**src/ccoi_regs.vh**
```
`ifndef CCOI_REGS_VH
`define CCOI_REGS_VH
// register indices (printed offsets); byte address is index * 4
`define CCOI_IDX_GRP_FIFO_IE     12'h40c
`define CCOI_IDX_GEN_STATUS      12'h40e
`define CCOI_IDX_XFER_CMD        12'h40f
`define CCOI_IDX_LINK_OVF_BASE   12'h410
`define CCOI_IDX_GRP_OVF_BASE    12'h420
`define CCOI_IDX_CNT_UPPER       12'h430
`define CCOI_IDX_CNT_MID         12'h431
`define CCOI_IDX_CNT_SELECT      12'h432
`define CCOI_IDX_GRP_OVF_IE      12'h433
`define CCOI_IDX_GEN_STATUS_IE   12'h434
`define CCOI_IDX_LINK_OVF_IE     12'h435
// reset values
`define CCOI_RST_XFER_CMD        16'h0080
`define CCOI_RST_ZERO            16'h0000
// transfer command fields
`define CCOI_CMD_SNAP_TRIG       10
`define CCOI_CMD_MODE_HI         9
`define CCOI_CMD_MODE_LO         8
`define CCOI_CMD_DONE            7
`define CCOI_CMD_TOGGLE          6
`define CCOI_CMD_IE_VAL          3
`define CCOI_CMD_DIR             2
`define CCOI_CMD_OP_HI           1
`define CCOI_CMD_OP_LO           0
// latch modes
`define CCOI_MODE_OFF            2'h0
`define CCOI_MODE_EVERY          2'h1
`define CCOI_MODE_DIVIDED        2'h2
`define CCOI_MODE_SOFT           2'h3
// operations
`define CCOI_OP_CLEAR_ALL        2'h0
`define CCOI_OP_VALUE            2'h1
`define CCOI_OP_IE               2'h2
// snapshot divider (edges of snapshot clock)
`define CCOI_SNAP_DIV            8000
// transfer completion latency in ref_clk cycles
`define CCOI_XFER_CYCLES         4'h4
`endif

```
**src/ccoi_top.v**
```verilog
// The APB interface to the registers is this design's own decision.
`timescale 1ns/1ps
`include "ccoi_regs.vh"
module ccoi_top #(
	parameter NLINK = 16,
	parameter NGRP  = 8
) (
	input  wire          ref_clk,
	input  wire          nrst,
	input  wire          psel,
	input  wire          penable,
	input  wire          pwrite,
	input  wire [15:0]   paddr,
	input  wire [31:0]   pwdata,
	output wire [31:0]   prdata,
	output wire          pready,
	output wire          pslverr,
	input  wire          any_write_access,
	input  wire          counter_snapshot_clock,
	input  wire          utopia_out_clk_lost,
	input  wire          utopia_in_clk_lost,
	input  wire          tx_fifo_overflow,
	input  wire          tx_cell_ram_full,
	input  wire [NLINK*13-1:0] link_ovf_event,
	input  wire [NGRP*5-1:0]   grp_ovf_event,
	output reg           snapshot_pulse,
	output reg           xfer_start,
	output reg  [1:0]    xfer_op,
	output reg           xfer_dir,
	output reg           xfer_ie_val,
	output reg  [3:0]    xfer_cnt_type,
	output reg  [4:0]    xfer_cnt_index,
	output reg  [23:0]   xfer_wdata,
	input  wire          xfer_rvalid,
	input  wire [23:0]   xfer_rdata,
	output wire          irq
);
	wire          acc   = psel & penable;
	wire          wr    = acc & pwrite;
	wire [11:0]   idx   = paddr[13:2];
	wire          aligned = (paddr[1:0] == 2'h0) && (paddr[15:14] == 2'h0);
	wire [15:0]   wd    = pwdata[15:0];

	reg  [7:0]    grp_fifo_ie_reg;
	reg  [3:0]    gen_status_reg;
	reg  [15:0]   cmd_reg;
	reg  [7:0]    cnt_upper_reg;
	reg  [15:0]   cnt_mid_reg;
	reg  [8:0]    cnt_select_reg;
	reg  [7:0]    grp_ovf_ie_reg;
	reg  [3:0]    gen_status_ie_reg;
	reg  [NLINK-1:0] link_ovf_ie_reg;
	reg  [12:0]   link_ovf_reg [0:NLINK-1];
	reg  [4:0]    grp_ovf_reg [0:NGRP-1];
	reg  [3:0]    xfer_cnt_reg;
	reg           xfer_busy_reg;
	reg  [2:0]    snap_sync_reg;
	reg  [12:0]   snap_div_reg;
	reg           snap_hold_reg;
	reg  [3:0]    ev_sync1_reg;
	reg  [3:0]    ev_sync2_reg;
	reg  [3:0]    ev_sync3_reg;

	wire sel_ie      = aligned && (idx == `CCOI_IDX_GRP_FIFO_IE);
	wire sel_gs      = aligned && (idx == `CCOI_IDX_GEN_STATUS);
	wire sel_cmd     = aligned && (idx == `CCOI_IDX_XFER_CMD);
	wire sel_up      = aligned && (idx == `CCOI_IDX_CNT_UPPER);
	wire sel_mid     = aligned && (idx == `CCOI_IDX_CNT_MID);
	wire sel_sel     = aligned && (idx == `CCOI_IDX_CNT_SELECT);
	wire sel_gie     = aligned && (idx == `CCOI_IDX_GRP_OVF_IE);
	wire sel_gsie    = aligned && (idx == `CCOI_IDX_GEN_STATUS_IE);
	wire sel_lie     = aligned && (idx == `CCOI_IDX_LINK_OVF_IE);
	// bases held at index width so the slice compares stay exact
	localparam [11:0] LINK_BASE = `CCOI_IDX_LINK_OVF_BASE;
	localparam [11:0] GRP_BASE  = `CCOI_IDX_GRP_OVF_BASE;
	wire sel_link    = aligned && (idx[11:4] == LINK_BASE[11:4]);
	wire sel_grp     = aligned && (idx[11:3] == GRP_BASE[11:3]);
	wire mapped      = sel_ie | sel_gs | sel_cmd | sel_up | sel_mid | sel_sel | sel_gie |
	                   sel_gsie | sel_lie | sel_link | sel_grp;

	assign pready  = 1'b1;
	assign pslverr = acc & ~mapped;

	// pin events: three stages, event set when stages two and three agree high
	wire [3:0] ev_now = ev_sync2_reg & ev_sync3_reg;
	always @(posedge ref_clk or negedge nrst)
	begin
		if (!nrst)
		begin
			ev_sync1_reg <= 4'h0;
			ev_sync2_reg <= 4'h0;
			ev_sync3_reg <= 4'h0;
		end
		else
		begin
			ev_sync1_reg <= {utopia_out_clk_lost, utopia_in_clk_lost,
			                 tx_fifo_overflow, tx_cell_ram_full};
			ev_sync2_reg <= ev_sync1_reg;
			ev_sync3_reg <= ev_sync2_reg;
		end
	end

	// general status: set wins over a clearing write
	always @(posedge ref_clk or negedge nrst)
	begin
		if (!nrst)
			gen_status_reg <= 4'h0;
		else if (wr && sel_gs)
			gen_status_reg <= (gen_status_reg & wd[3:0]) | ev_now;
		else
			gen_status_reg <= gen_status_reg | ev_now;
	end

	// per-link and per-group sticky status
	genvar gi;
	generate
		for (gi = 0; gi < NLINK; gi = gi + 1)
		begin : g_link
			wire [12:0] ev = link_ovf_event[gi*13 +: 13];
			wire        hit = wr && sel_link && (idx[3:0] == gi);
			always @(posedge ref_clk or negedge nrst)
			begin
				if (!nrst)
					link_ovf_reg[gi] <= 13'h0000;
				else if (hit)
					link_ovf_reg[gi] <= (link_ovf_reg[gi] & wd[12:0]) | ev;
				else
					link_ovf_reg[gi] <= link_ovf_reg[gi] | ev;
			end
		end
		for (gi = 0; gi < NGRP; gi = gi + 1)
		begin : g_grp
			wire [4:0] ev = grp_ovf_event[gi*5 +: 5];
			wire       hit = wr && sel_grp && (idx[2:0] == gi);
			always @(posedge ref_clk or negedge nrst)
			begin
				if (!nrst)
					grp_ovf_reg[gi] <= 5'h00;
				else if (hit)
					grp_ovf_reg[gi] <= (grp_ovf_reg[gi] & wd[4:0]) | ev;
				else
					grp_ovf_reg[gi] <= grp_ovf_reg[gi] | ev;
			end
		end
	endgenerate

	// plain enable and holding registers
	always @(posedge ref_clk or negedge nrst)
	begin
		if (!nrst)
		begin
			grp_fifo_ie_reg   <= 8'h00;
			grp_ovf_ie_reg    <= 8'h00;
			gen_status_ie_reg <= 4'h0;
			link_ovf_ie_reg   <= {NLINK{1'b0}};
			cnt_upper_reg     <= 8'h00;
			cnt_mid_reg       <= 16'h0000;
			cnt_select_reg    <= 9'h000;
		end
		else
		begin
			if (wr && sel_ie)
				grp_fifo_ie_reg <= wd[7:0];
			if (wr && sel_gie)
				grp_ovf_ie_reg <= wd[7:0];
			if (wr && sel_gsie)
				gen_status_ie_reg <= wd[3:0];
			// one enable per link covers all thirteen of its flags
			if (wr && sel_lie)
				link_ovf_ie_reg <= wd[NLINK-1:0];
			if (wr && sel_sel)
				cnt_select_reg <= wd[8:0];
			if (xfer_rvalid)
			begin
				cnt_upper_reg <= xfer_rdata[23:16];
				cnt_mid_reg   <= xfer_rdata[15:0];
			end
			else
			begin
				if (wr && sel_up)
					cnt_upper_reg <= wd[7:0];
				if (wr && sel_mid)
					cnt_mid_reg <= wd;
			end
		end
	end

	// transfer command, toggle and completion
	wire cmd_wr = wr && sel_cmd;
	always @(posedge ref_clk or negedge nrst)
	begin
		if (!nrst)
		begin
			cmd_reg        <= `CCOI_RST_XFER_CMD;
			xfer_busy_reg  <= 1'b0;
			xfer_cnt_reg   <= 4'h0;
			xfer_start     <= 1'b0;
			xfer_op        <= 2'h0;
			xfer_dir       <= 1'b0;
			xfer_ie_val    <= 1'b0;
			xfer_cnt_type  <= 4'h0;
			xfer_cnt_index <= 5'h00;
			xfer_wdata     <= 24'h000000;
		end
		else
		begin
			xfer_start <= 1'b0;
			if (cmd_wr)
			begin
				cmd_reg[10:8] <= wd[10:8];
				cmd_reg[5:0]  <= {2'h0, wd[3:0]};
				cmd_reg[`CCOI_CMD_DONE] <= 1'b0;
				cmd_reg[`CCOI_CMD_TOGGLE] <= ~cmd_reg[`CCOI_CMD_TOGGLE];
				// unused operation starts nothing and sets done
				if (wd[1:0] != 2'h3)
				begin
					xfer_busy_reg  <= 1'b1;
					xfer_cnt_reg   <= `CCOI_XFER_CYCLES;
					xfer_start     <= 1'b1;
					xfer_op        <= wd[1:0];
					xfer_dir       <= wd[`CCOI_CMD_DIR];
					xfer_ie_val    <= (wd[1:0] == `CCOI_OP_IE) & wd[`CCOI_CMD_IE_VAL];
					xfer_cnt_type  <= cnt_select_reg[8:5];
					xfer_cnt_index <= cnt_select_reg[4:0];
					xfer_wdata     <= {cnt_upper_reg, cnt_mid_reg};
				end
				else
					cmd_reg[`CCOI_CMD_DONE] <= 1'b1;
			end
			else
			begin
				// writes to this block are device writes too
				if (any_write_access || wr)
					cmd_reg[`CCOI_CMD_TOGGLE] <= ~cmd_reg[`CCOI_CMD_TOGGLE];
				if (xfer_busy_reg)
				begin
					if (xfer_cnt_reg == 4'h1)
					begin
						xfer_busy_reg <= 1'b0;
						cmd_reg[`CCOI_CMD_DONE] <= 1'b1;
					end
					xfer_cnt_reg <= xfer_cnt_reg - 4'h1;
				end
			end
		end
	end

	// snapshot clock pin: three stages, edge when stages two and three agree high
	wire snap_edge = snap_sync_reg[1] & snap_sync_reg[2] & ~snap_hold_reg;
	wire [1:0] mode = cmd_reg[9:8];
	wire soft_rise = cmd_wr && wd[`CCOI_CMD_SNAP_TRIG] && !cmd_reg[`CCOI_CMD_SNAP_TRIG];
	always @(posedge ref_clk or negedge nrst)
	begin
		if (!nrst)
		begin
			snap_sync_reg  <= 3'h0;
			snap_hold_reg  <= 1'b0;
			snap_div_reg   <= 13'h0000;
			snapshot_pulse <= 1'b0;
		end
		else
		begin
			snap_sync_reg <= {snap_sync_reg[1:0], counter_snapshot_clock};
			// hold follows the pin only once both late stages agree, so no repeat edge
			if (snap_sync_reg[1] == snap_sync_reg[2])
				snap_hold_reg <= snap_sync_reg[2];
			snapshot_pulse <= 1'b0;
			case (mode)
				`CCOI_MODE_OFF:
					snap_div_reg <= 13'h0000;
				`CCOI_MODE_EVERY:
					snapshot_pulse <= snap_edge;
				`CCOI_MODE_DIVIDED:
					if (snap_edge)
					begin
						if (snap_div_reg == `CCOI_SNAP_DIV - 1)
						begin
							snap_div_reg   <= 13'h0000;
							snapshot_pulse <= 1'b1;
						end
						else
							snap_div_reg <= snap_div_reg + 13'h0001;
					end
				`CCOI_MODE_SOFT:
					snapshot_pulse <= soft_rise && (wd[9:8] == `CCOI_MODE_SOFT);
				default:
					snapshot_pulse <= 1'b0;
			endcase
		end
	end

	// interrupt: any sticky bit with its enable
	wire [NGRP-1:0]  grp_hit;
	wire [NLINK-1:0] link_hit;
	generate
		for (gi = 0; gi < NGRP; gi = gi + 1)
		begin : g_gi
			assign grp_hit[gi] = (grp_ovf_reg[gi][4] & grp_fifo_ie_reg[gi]) |
			                     ((|grp_ovf_reg[gi][3:0]) & grp_ovf_ie_reg[gi]);
		end
		for (gi = 0; gi < NLINK; gi = gi + 1)
		begin : g_li
			assign link_hit[gi] = (|link_ovf_reg[gi]) & link_ovf_ie_reg[gi];
		end
	endgenerate
	assign irq = (|grp_hit) | (|link_hit) | (|(gen_status_reg & gen_status_ie_reg));

	// read mux; unused bits zero
	reg [15:0] rd;
	always @*
	begin
		rd = 16'h0000;
		if (sel_ie)
			rd = {8'h00, grp_fifo_ie_reg};
		else if (sel_gs)
			rd = {12'h000, gen_status_reg};
		else if (sel_cmd)
			rd = {5'h00, cmd_reg[10:0]};
		else if (sel_up)
			rd = {8'h00, cnt_upper_reg};
		else if (sel_mid)
			rd = cnt_mid_reg;
		else if (sel_sel)
			rd = {7'h00, cnt_select_reg};
		else if (sel_gie)
			rd = {8'h00, grp_ovf_ie_reg};
		else if (sel_gsie)
			rd = {12'h000, gen_status_ie_reg};
		else if (sel_lie)
			rd = link_ovf_ie_reg;
		else if (sel_link)
			rd = {3'h0, link_ovf_reg[idx[3:0]]};
		else if (sel_grp)
			rd = {11'h000, grp_ovf_reg[idx[2:0]]};
	end
	// captured in the setup cycle; a flag set during the access shows on the next read
	reg [15:0] prdata_reg;
	always @(posedge ref_clk or negedge nrst)
	begin
		if (!nrst)
			prdata_reg <= 16'h0000;
		else if (psel && !penable && !pwrite)
			prdata_reg <= rd;
	end
	assign prdata = {16'h0000, prdata_reg};
endmodule // ccoi_top

```
**config.mk**
```make
export PLATFORM = sky130hd
export DESIGN_NAME = ccoi_top
export DESIGN_NICKNAME = d
export VERILOG_FILES = /design/src/ccoi_top.v
export VERILOG_INCLUDE_DIRS = /design/src
export SDC_FILE = /design/constraint.sdc
export NUM_CORES = 1
export LEC_CHECK = 0
export BUFFER_PORTS_ARGS = -buffer_cell sky130_fd_sc_hd__buf_2
export CAP_MARGIN = 20
export CORE_ASPECT_RATIO = 1.4
export CORE_MARGIN = 4
export CORE_UTILIZATION = 55
export CTS_CLUSTER_SIZE = 8
export DETAILED_ROUTE_END_ITERATION = 7
export GPL_TIMING_DRIVEN = 0
export PLACE_DENSITY_LB_ADDON = 0.3
export SETUP_SLACK_MARGIN = 0.1
export SYNTH_ARGS = -nofsm -noshare
export SYNTH_HDL_FRONTEND = slang
export SYNTH_SLANG_ARGS = --single-unit
```
**constraint.sdc**
```tcl
create_clock -name ref_clk -period 5.8 [get_ports ref_clk]
set_input_delay 0 -clock ref_clk [delete_from_list [all_inputs] [get_ports ref_clk]]
set_output_delay 0 -clock ref_clk [all_outputs]
set_load 0.01 [all_outputs]
```
## Yosys cells after proc, flatten, opt, wreduce, memory -nomap -nowiden

Cells that the tools add are included.

| word-level totals | value |
|---|---|
| memory bits (writable) | 0 |
| memories | 0 |
| register bits | 419 |
| input port bits | 332 |
| memory bits (read-only) | 0 |
| bits in latches | 0 |

| cells by class | value |
|---|---|
| divide/modulo/power cells | 0 |
| equal/unequal tests | 44 |
| bitwise logic cells | 140 |
| multiplexer cells | 66 |
| shift-type cells | 0 |
| add/subtract/negate cells | 2 |
| reduce and logical (&&, ||, !) cells | 98 |
| $lt $le $gt $ge | 2 |
| $mul | 0 |

Operators with widths:

| cell | number |
|---|---|
| 13-bit OR | 32 |
| 13-bit 2-to-1 mux | 21 |
| 13-bit bitwise AND | 16 |
| 13-bit OR reduction | 16 |
| 16-bit 2-to-1 mux | 11 |
| 12-bit by 11-bit equality test with 1-bit output (second input constant) | 9 |
| 5-bit OR | 16 |
| 5-bit 2-to-1 mux | 11 |
| 13-bit binary-select mux with 4-bit select | 1 |
| 1-bit logical AND | 52 |
| 5-bit bitwise AND | 8 |
| 1-bit bitwise AND | 38 |
| 4-bit OR reduction | 9 |
| 4-bit equality test (second input constant) | 8 |
| 13-bit one-hot mux with 2 select lines | 1 |
| 1-bit OR | 20 |
| 4-bit by 3-bit equality test with 1-bit output (second input constant) | 4 |
| 4-bit 2-to-1 mux | 4 |
| 8-bit 2-to-1 mux | 2 |
| 16-bit OR reduction | 1 |
| 5-bit binary-select mux with 3-bit select | 1 |
| 13-bit by 1-bit adder with 13-bit output (second input constant) | 1 |
| 13-bit equality test (second input constant) | 1 |
| 4-bit bitwise AND | 3 |
| other kinds (30) | 66 |

## Depth between registers and ports, before layout

| logic depth | value |
|---|---|
| depth in word-level cells | 15 |
| mapped depth | 10 |

## Worst setup path before layout

OpenSTA, ideal clock, no wires.

| timing path | value |
|---|---|
| kind | reg2reg |
| start | register snap_div_reg[10] |
| end | register snap_div_reg[12] |
| period minus slack after synthesis | 1.959 ns |
| library setup time | 0.129 ns |
| arrival | 1.830 ns |
| stages on the path, launching flop included | 8 |
| path buffers | 1 |
| slack | 3.841 ns |
| data required time | 5.671 ns |
| path through | dfrtp_1 nand4_1 or4b_2 o211ai_1 clkbuf_1 a31oi_1 o21ai_0 o21ai_0 |

| on the way | value |
|---|---|
| word-level cells in the longest chain between the ends | 4 |
| elaborated cells on any way between the ends | 5 |
| those cells by class | add/sub (1); eq/ne (1); mux (3) |

Ends and longest elaborated chain:

| item | RTL line | source |
|---|---|---|
| from (decl) | ccoi_top.v:58 | `reg [12:0] snap_div_reg;` |
| from (signal assigned) | ccoi_top.v:282 | `snap_div_reg <= snap_div_reg + 13'h0001;` |
| 13-bit by 1-bit adder with 13-bit output / 13-bit equality test (equally long branches) | ccoi_top.v:282, ccoi_top.v:276 |  |
| 13-bit 2-to-1 mux (*) | ccoi_top.v:276 | `` if (snap_div_reg == `CCOI_SNAP_DIV - 1) `` |
| 13-bit 2-to-1 mux (*) | ccoi_top.v:274 | `if (snap_edge)` |
| 13-bit one-hot mux with 2 select lines (*) | ccoi_top.v:268 | `case (mode)` |

Mark *: on every way between the ends. The rest lies on a longest branch, timed or not. The select of a mux whose other input is x is not followed.
A chain may end at the register's enable or synchronous reset.

## Final worst setup path

| timing path | value |
|---|---|
| start | register link_ovf_reg[207] (netlist bit) |
| end | output irq |

| on the way | value |
|---|---|
| word-level cells in the longest chain between the ends | 5 |

Ends and longest elaborated chain:

| item | RTL line | source |
|---|---|---|
| from (decl) | ccoi_top.v:53 | `reg [12:0] link_ovf_reg [0:NLINK-1];` |
| from (signal, indexed assignment) | ccoi_top.v:126 | `link_ovf_reg[gi] <= (link_ovf_reg[gi] & wd[12:0]) \| ev;` |
| from (signal, indexed assignment) | ccoi_top.v:128 | `link_ovf_reg[gi] <= link_ovf_reg[gi] \| ev;` |
| 13-bit OR reduction | ccoi_top.v:303 | `assign link_hit[gi] = (\|link_ovf_reg[gi]) & link_ovf_ie_reg[gi];` |
| 1-bit bitwise AND | ccoi_top.v:303 |  |
| 16-bit OR reduction | ccoi_top.v:306 | `assign irq = (\|grp_hit) \| (\|link_hit) \| (\|(gen_status_reg & gen_status_ie_reg));` |
| 1-bit OR (2 in a row) | ccoi_top.v:306 |  |
| to (decl) | ccoi_top.v:36 | `output wire irq` |

No other way between the ends.

==> metrics.log <==
[metrics] relative slew slack: 25.7%
[metrics] reg2reg path depth: 5
[metrics] number of detailed-route iterations in the first pass: 8
[metrics] min cycle time layout: 3790 ps
[metrics] synthesized cell area: 0.0198 mm2
[metrics] Synth Instances: 1825
[metrics] R2R setup slack: 3430 ps
[metrics] violation count after the first detailed-route iteration: 2524
[metrics] antenna violations before repair: 18
[metrics] clock input transition at the sequential cells of the worst setup and hold paths: 50 ps
[metrics] Die Footprint: 0.0392 mm2
[metrics] worst slack after detailed placement: 2760 ps
[metrics] met3 capacity usage during global routing: 15.2%
[metrics] top cells by area in the synthesized netlist: sky130_fd_sc_hd__dfrtp_1 (53%), sky130_fd_sc_hd__nand2b_1 (8.0%), sky130_fd_sc_hd__o21ai_0 (7.9%)
[metrics] EDFF count, synth: 0
[metrics] clock buffers created by TritonCTS: 58
[metrics] number of hold-slack violations in the final timing report: 0
[metrics] Final Cell Area: 0.0278 mm2
[metrics] setup slack of the critical path after layout: 2010 ps
[metrics] CP endpoint kind: output pin
[metrics] dominant register cell in the synthesized netlist: sky130_fd_sc_hd__dfrtp_1
[metrics] weighted congestion reported at the end of routability-driven placement: 1.01
[metrics] startpoint class of the critical path: flip-flop
[metrics] fraction of synthesized cell area taken by the top area cell type: 52.7%
[metrics] total via count after detailed routing: 20712
[metrics] number of top-level pins: 406
[metrics] crit-path max FO: 3
[metrics] routed wire length: 89700 um
[metrics] most frequent cell after synthesis: sky130_fd_sc_hd__dfrtp_1
[metrics] Post-DP Area: 0.0224 mm2
[metrics] CP Data Required Time: 5800 ps
[metrics] Filler Cells Inserted: 2160
[metrics] overall overflow remaining after global route: 0
[metrics] number of nets with antenna violations after routing: 0
[metrics] final HPWL from detailed placement: 56100 um
[metrics] maximum number of pins on one net before global-route repair: 119
[metrics] Leakage: 11.0 nW
[metrics] Worst Max-Slew Pin Slew: 1100 ps
[metrics] worst reg2reg startpoint: link_ovf_reg[107]
[metrics] detailed-route DRC error count: 0
[metrics] global routing's busiest layer: met2
[metrics] class of the worst hold path: input pin to async pin
[metrics] total global routing track utilization: 45.6%
[metrics] worst path arrival time: 3790 ps
[metrics] number of H-tree levels: 2
[metrics] footprint of the flip-flops and latches: 0.0105 mm2
[metrics] Design Power: 6.80 mW
[metrics] sink count of the clock tree: 419
[metrics] global-route track usage on met1: 48.7%
[metrics] CTS tree: done
[metrics] Worst Hold Slack: 18.4 ps
[metrics] post-CTS setup buffers: 0
[metrics] Clk Latency, worst-skew pair: 610 ps
[metrics] Yosys cell types: 68
[metrics] sequential-to-total area share from yosys stat: 52.9%
[metrics] critical path class: flip-flop to output pin
[metrics] total of cells resized after clock tree synthesis: 0
[metrics] wire length of the first global-routing pass: 133000 um
[metrics] fraction of layout cells with a size suffix above 1: 23.4%
[metrics] maximum resistive drop on vdd: 211 uV
[metrics] total number of yosys warnings: 0
[metrics] cell taking the most area after synthesis: sky130_fd_sc_hd__dfrtp_1
[metrics] mean routed wirelength per cell: 28.6 um
[metrics] most common library cells after synthesis: sky130_fd_sc_hd__dfrtp_1 (418), sky130_fd_sc_hd__o21ai_0 (312), sky130_fd_sc_hd__nand2b_1 (253)
[metrics] endpoint of the worst-slack reg-to-reg timing path: prdata_reg[3]
[metrics] placed cell count: 2670
[metrics] total area of multi-input combinational cells: 0.00879 mm2
[metrics] CTS root buf: sky130_fd_sc_hd__clkbuf_16
[metrics] Setup-failing EPs final: 0
[metrics] width of the die: 168 um
[metrics] flip-flop count of the largest register, all copies and words added: 208
[metrics] number of global-route vias before repair: 21733
[metrics] achievable frequency: 264 MHz
[metrics] met2 Track Usage GR: 72.1%
[metrics] share of the clock period used by the worst path after layout: 65.4%
[metrics] flip-flop and latch count after synthesis: 419
[metrics] RSZ-0062 raised after global routing: false
[metrics] number of hold buffers added after cts: 378
[metrics] worst setup path startpoint: link_ovf_reg[207]
[metrics] share of synthesized registers carrying an async set or reset: 100%
[metrics] Slew Limit Fails: 0
[metrics] net count of the finished layout: 2983
[metrics] status: completed
[metrics] number of cell rows: 82
[metrics] post-synthesis area per instance: 10.9 um2
[metrics] max_cap viols: 0
[metrics] via/cell ratio: 6.61
[metrics] Max Clock Skew: 16.4 ps
[metrics] Starting Density: 55.5%
[metrics] placeable core area: 0.0357 mm2
[metrics] clock buffer depth: 3
[metrics] synth-to-layout area growth: 40.1%
[metrics] final std cells w/o fill: 3135
[metrics] number of buffers inserted by port buffering: 365
[metrics] PwrDens: 245 mW/mm2
[metrics] Die H: 233 um
## per-stage QoR
step / utilization (%) / setup TNS [ps]
4_1_cts: 77.7 / 0
6_report: 77.8 / 0
2_1_floorplan: - / 0
3_3_place_gp: 62.4 / -1387930
3_5_place_dp: 62.7 / 0
5_1_grt: 77.8 / 0
## where the power goes
group          switching, mW  total (mW)  internal [mW]
Clock                   1.27        3.12           1.84
Sequential            0.0380        3.00           2.96
Combinational          0.353       0.682          0.329
## cells by family (layout without fill, tap and decap cells)
group                      after synthesis  count (layout)  share of synthesized area (%)
DFF                                    419             419                           52.9
adders and majority gates                4               4                          0.252
other                                    2              30                         0.0379
and+or+nand+nor                        661             661                           18.0
xor gates and xnor gates                 4               4                          0.177
buffers and inverters                  128             948                           3.11
muxes                                  154             154                           12.5
AOI/OAI and AO/OA                      453             453                           13.1
## critical path, stage by stage (launching register included)
cell and delay (ps):
sky130_fd_sc_hd__dfrtp_1 450, sky130_fd_sc_hd__nor4_1 970, sky130_fd_sc_hd__nand4_1 270, sky130_fd_sc_hd__a2111oi_0 800
sky130_fd_sc_hd__and3_1 320, sky130_fd_sc_hd__nand3_1 180, sky130_fd_sc_hd__buf_2 200
## placed cells by master, fill, tap and decap left out, types with 55 or more instances in the layout
cell	n
sky130_fd_sc_hd__clkbuf_1	78
sky130_fd_sc_hd__clkbuf_16	59
sky130_fd_sc_hd__nand2b_1	253
sky130_fd_sc_hd__mux4_2	69
sky130_fd_sc_hd__dlygate4sd3_1	378
sky130_fd_sc_hd__dfrtp_1	418
sky130_fd_sc_hd__mux2_2	55
sky130_fd_sc_hd__nand2_1	201
sky130_fd_sc_hd__buf_2	388
sky130_fd_sc_hd__o21ai_0	312
## routing by layer
layer,vias to the layer above,part of all wire [%],routed length (um)
met4,12,11,10200
li1,8181,-,-
met3,682,11,10300
met1,9857,31,27600
met5,-,0.084,75
met2,1980,46,41500
## worst max path at each step
stage / to / slack (ps)
floorplan: snap_div_reg[12] / 3840
global placement: link_ovf_reg[76] / -3390
detailed placement: link_ovf_reg[172] / 2760
CTS: irq / 2230
global route: irq / 2180
finish: irq / 2010
## cell type report
class / count / area share, %
Clock buffer: 70 / 5.46
Buffer: 121 / 2.13
Sequential cell: 419 / 37.7
Antenna cell: 13 / 0.117
Tap cell: 462 / 2.08
Multi-Input combinational cell: 1293 / 31.6
Timing Repair Buffer: 747 / 20.5
Inverter: 7 / 0.0946
Clock inverter: 3 / 0.225
Power figures use the tool's default switching activity.
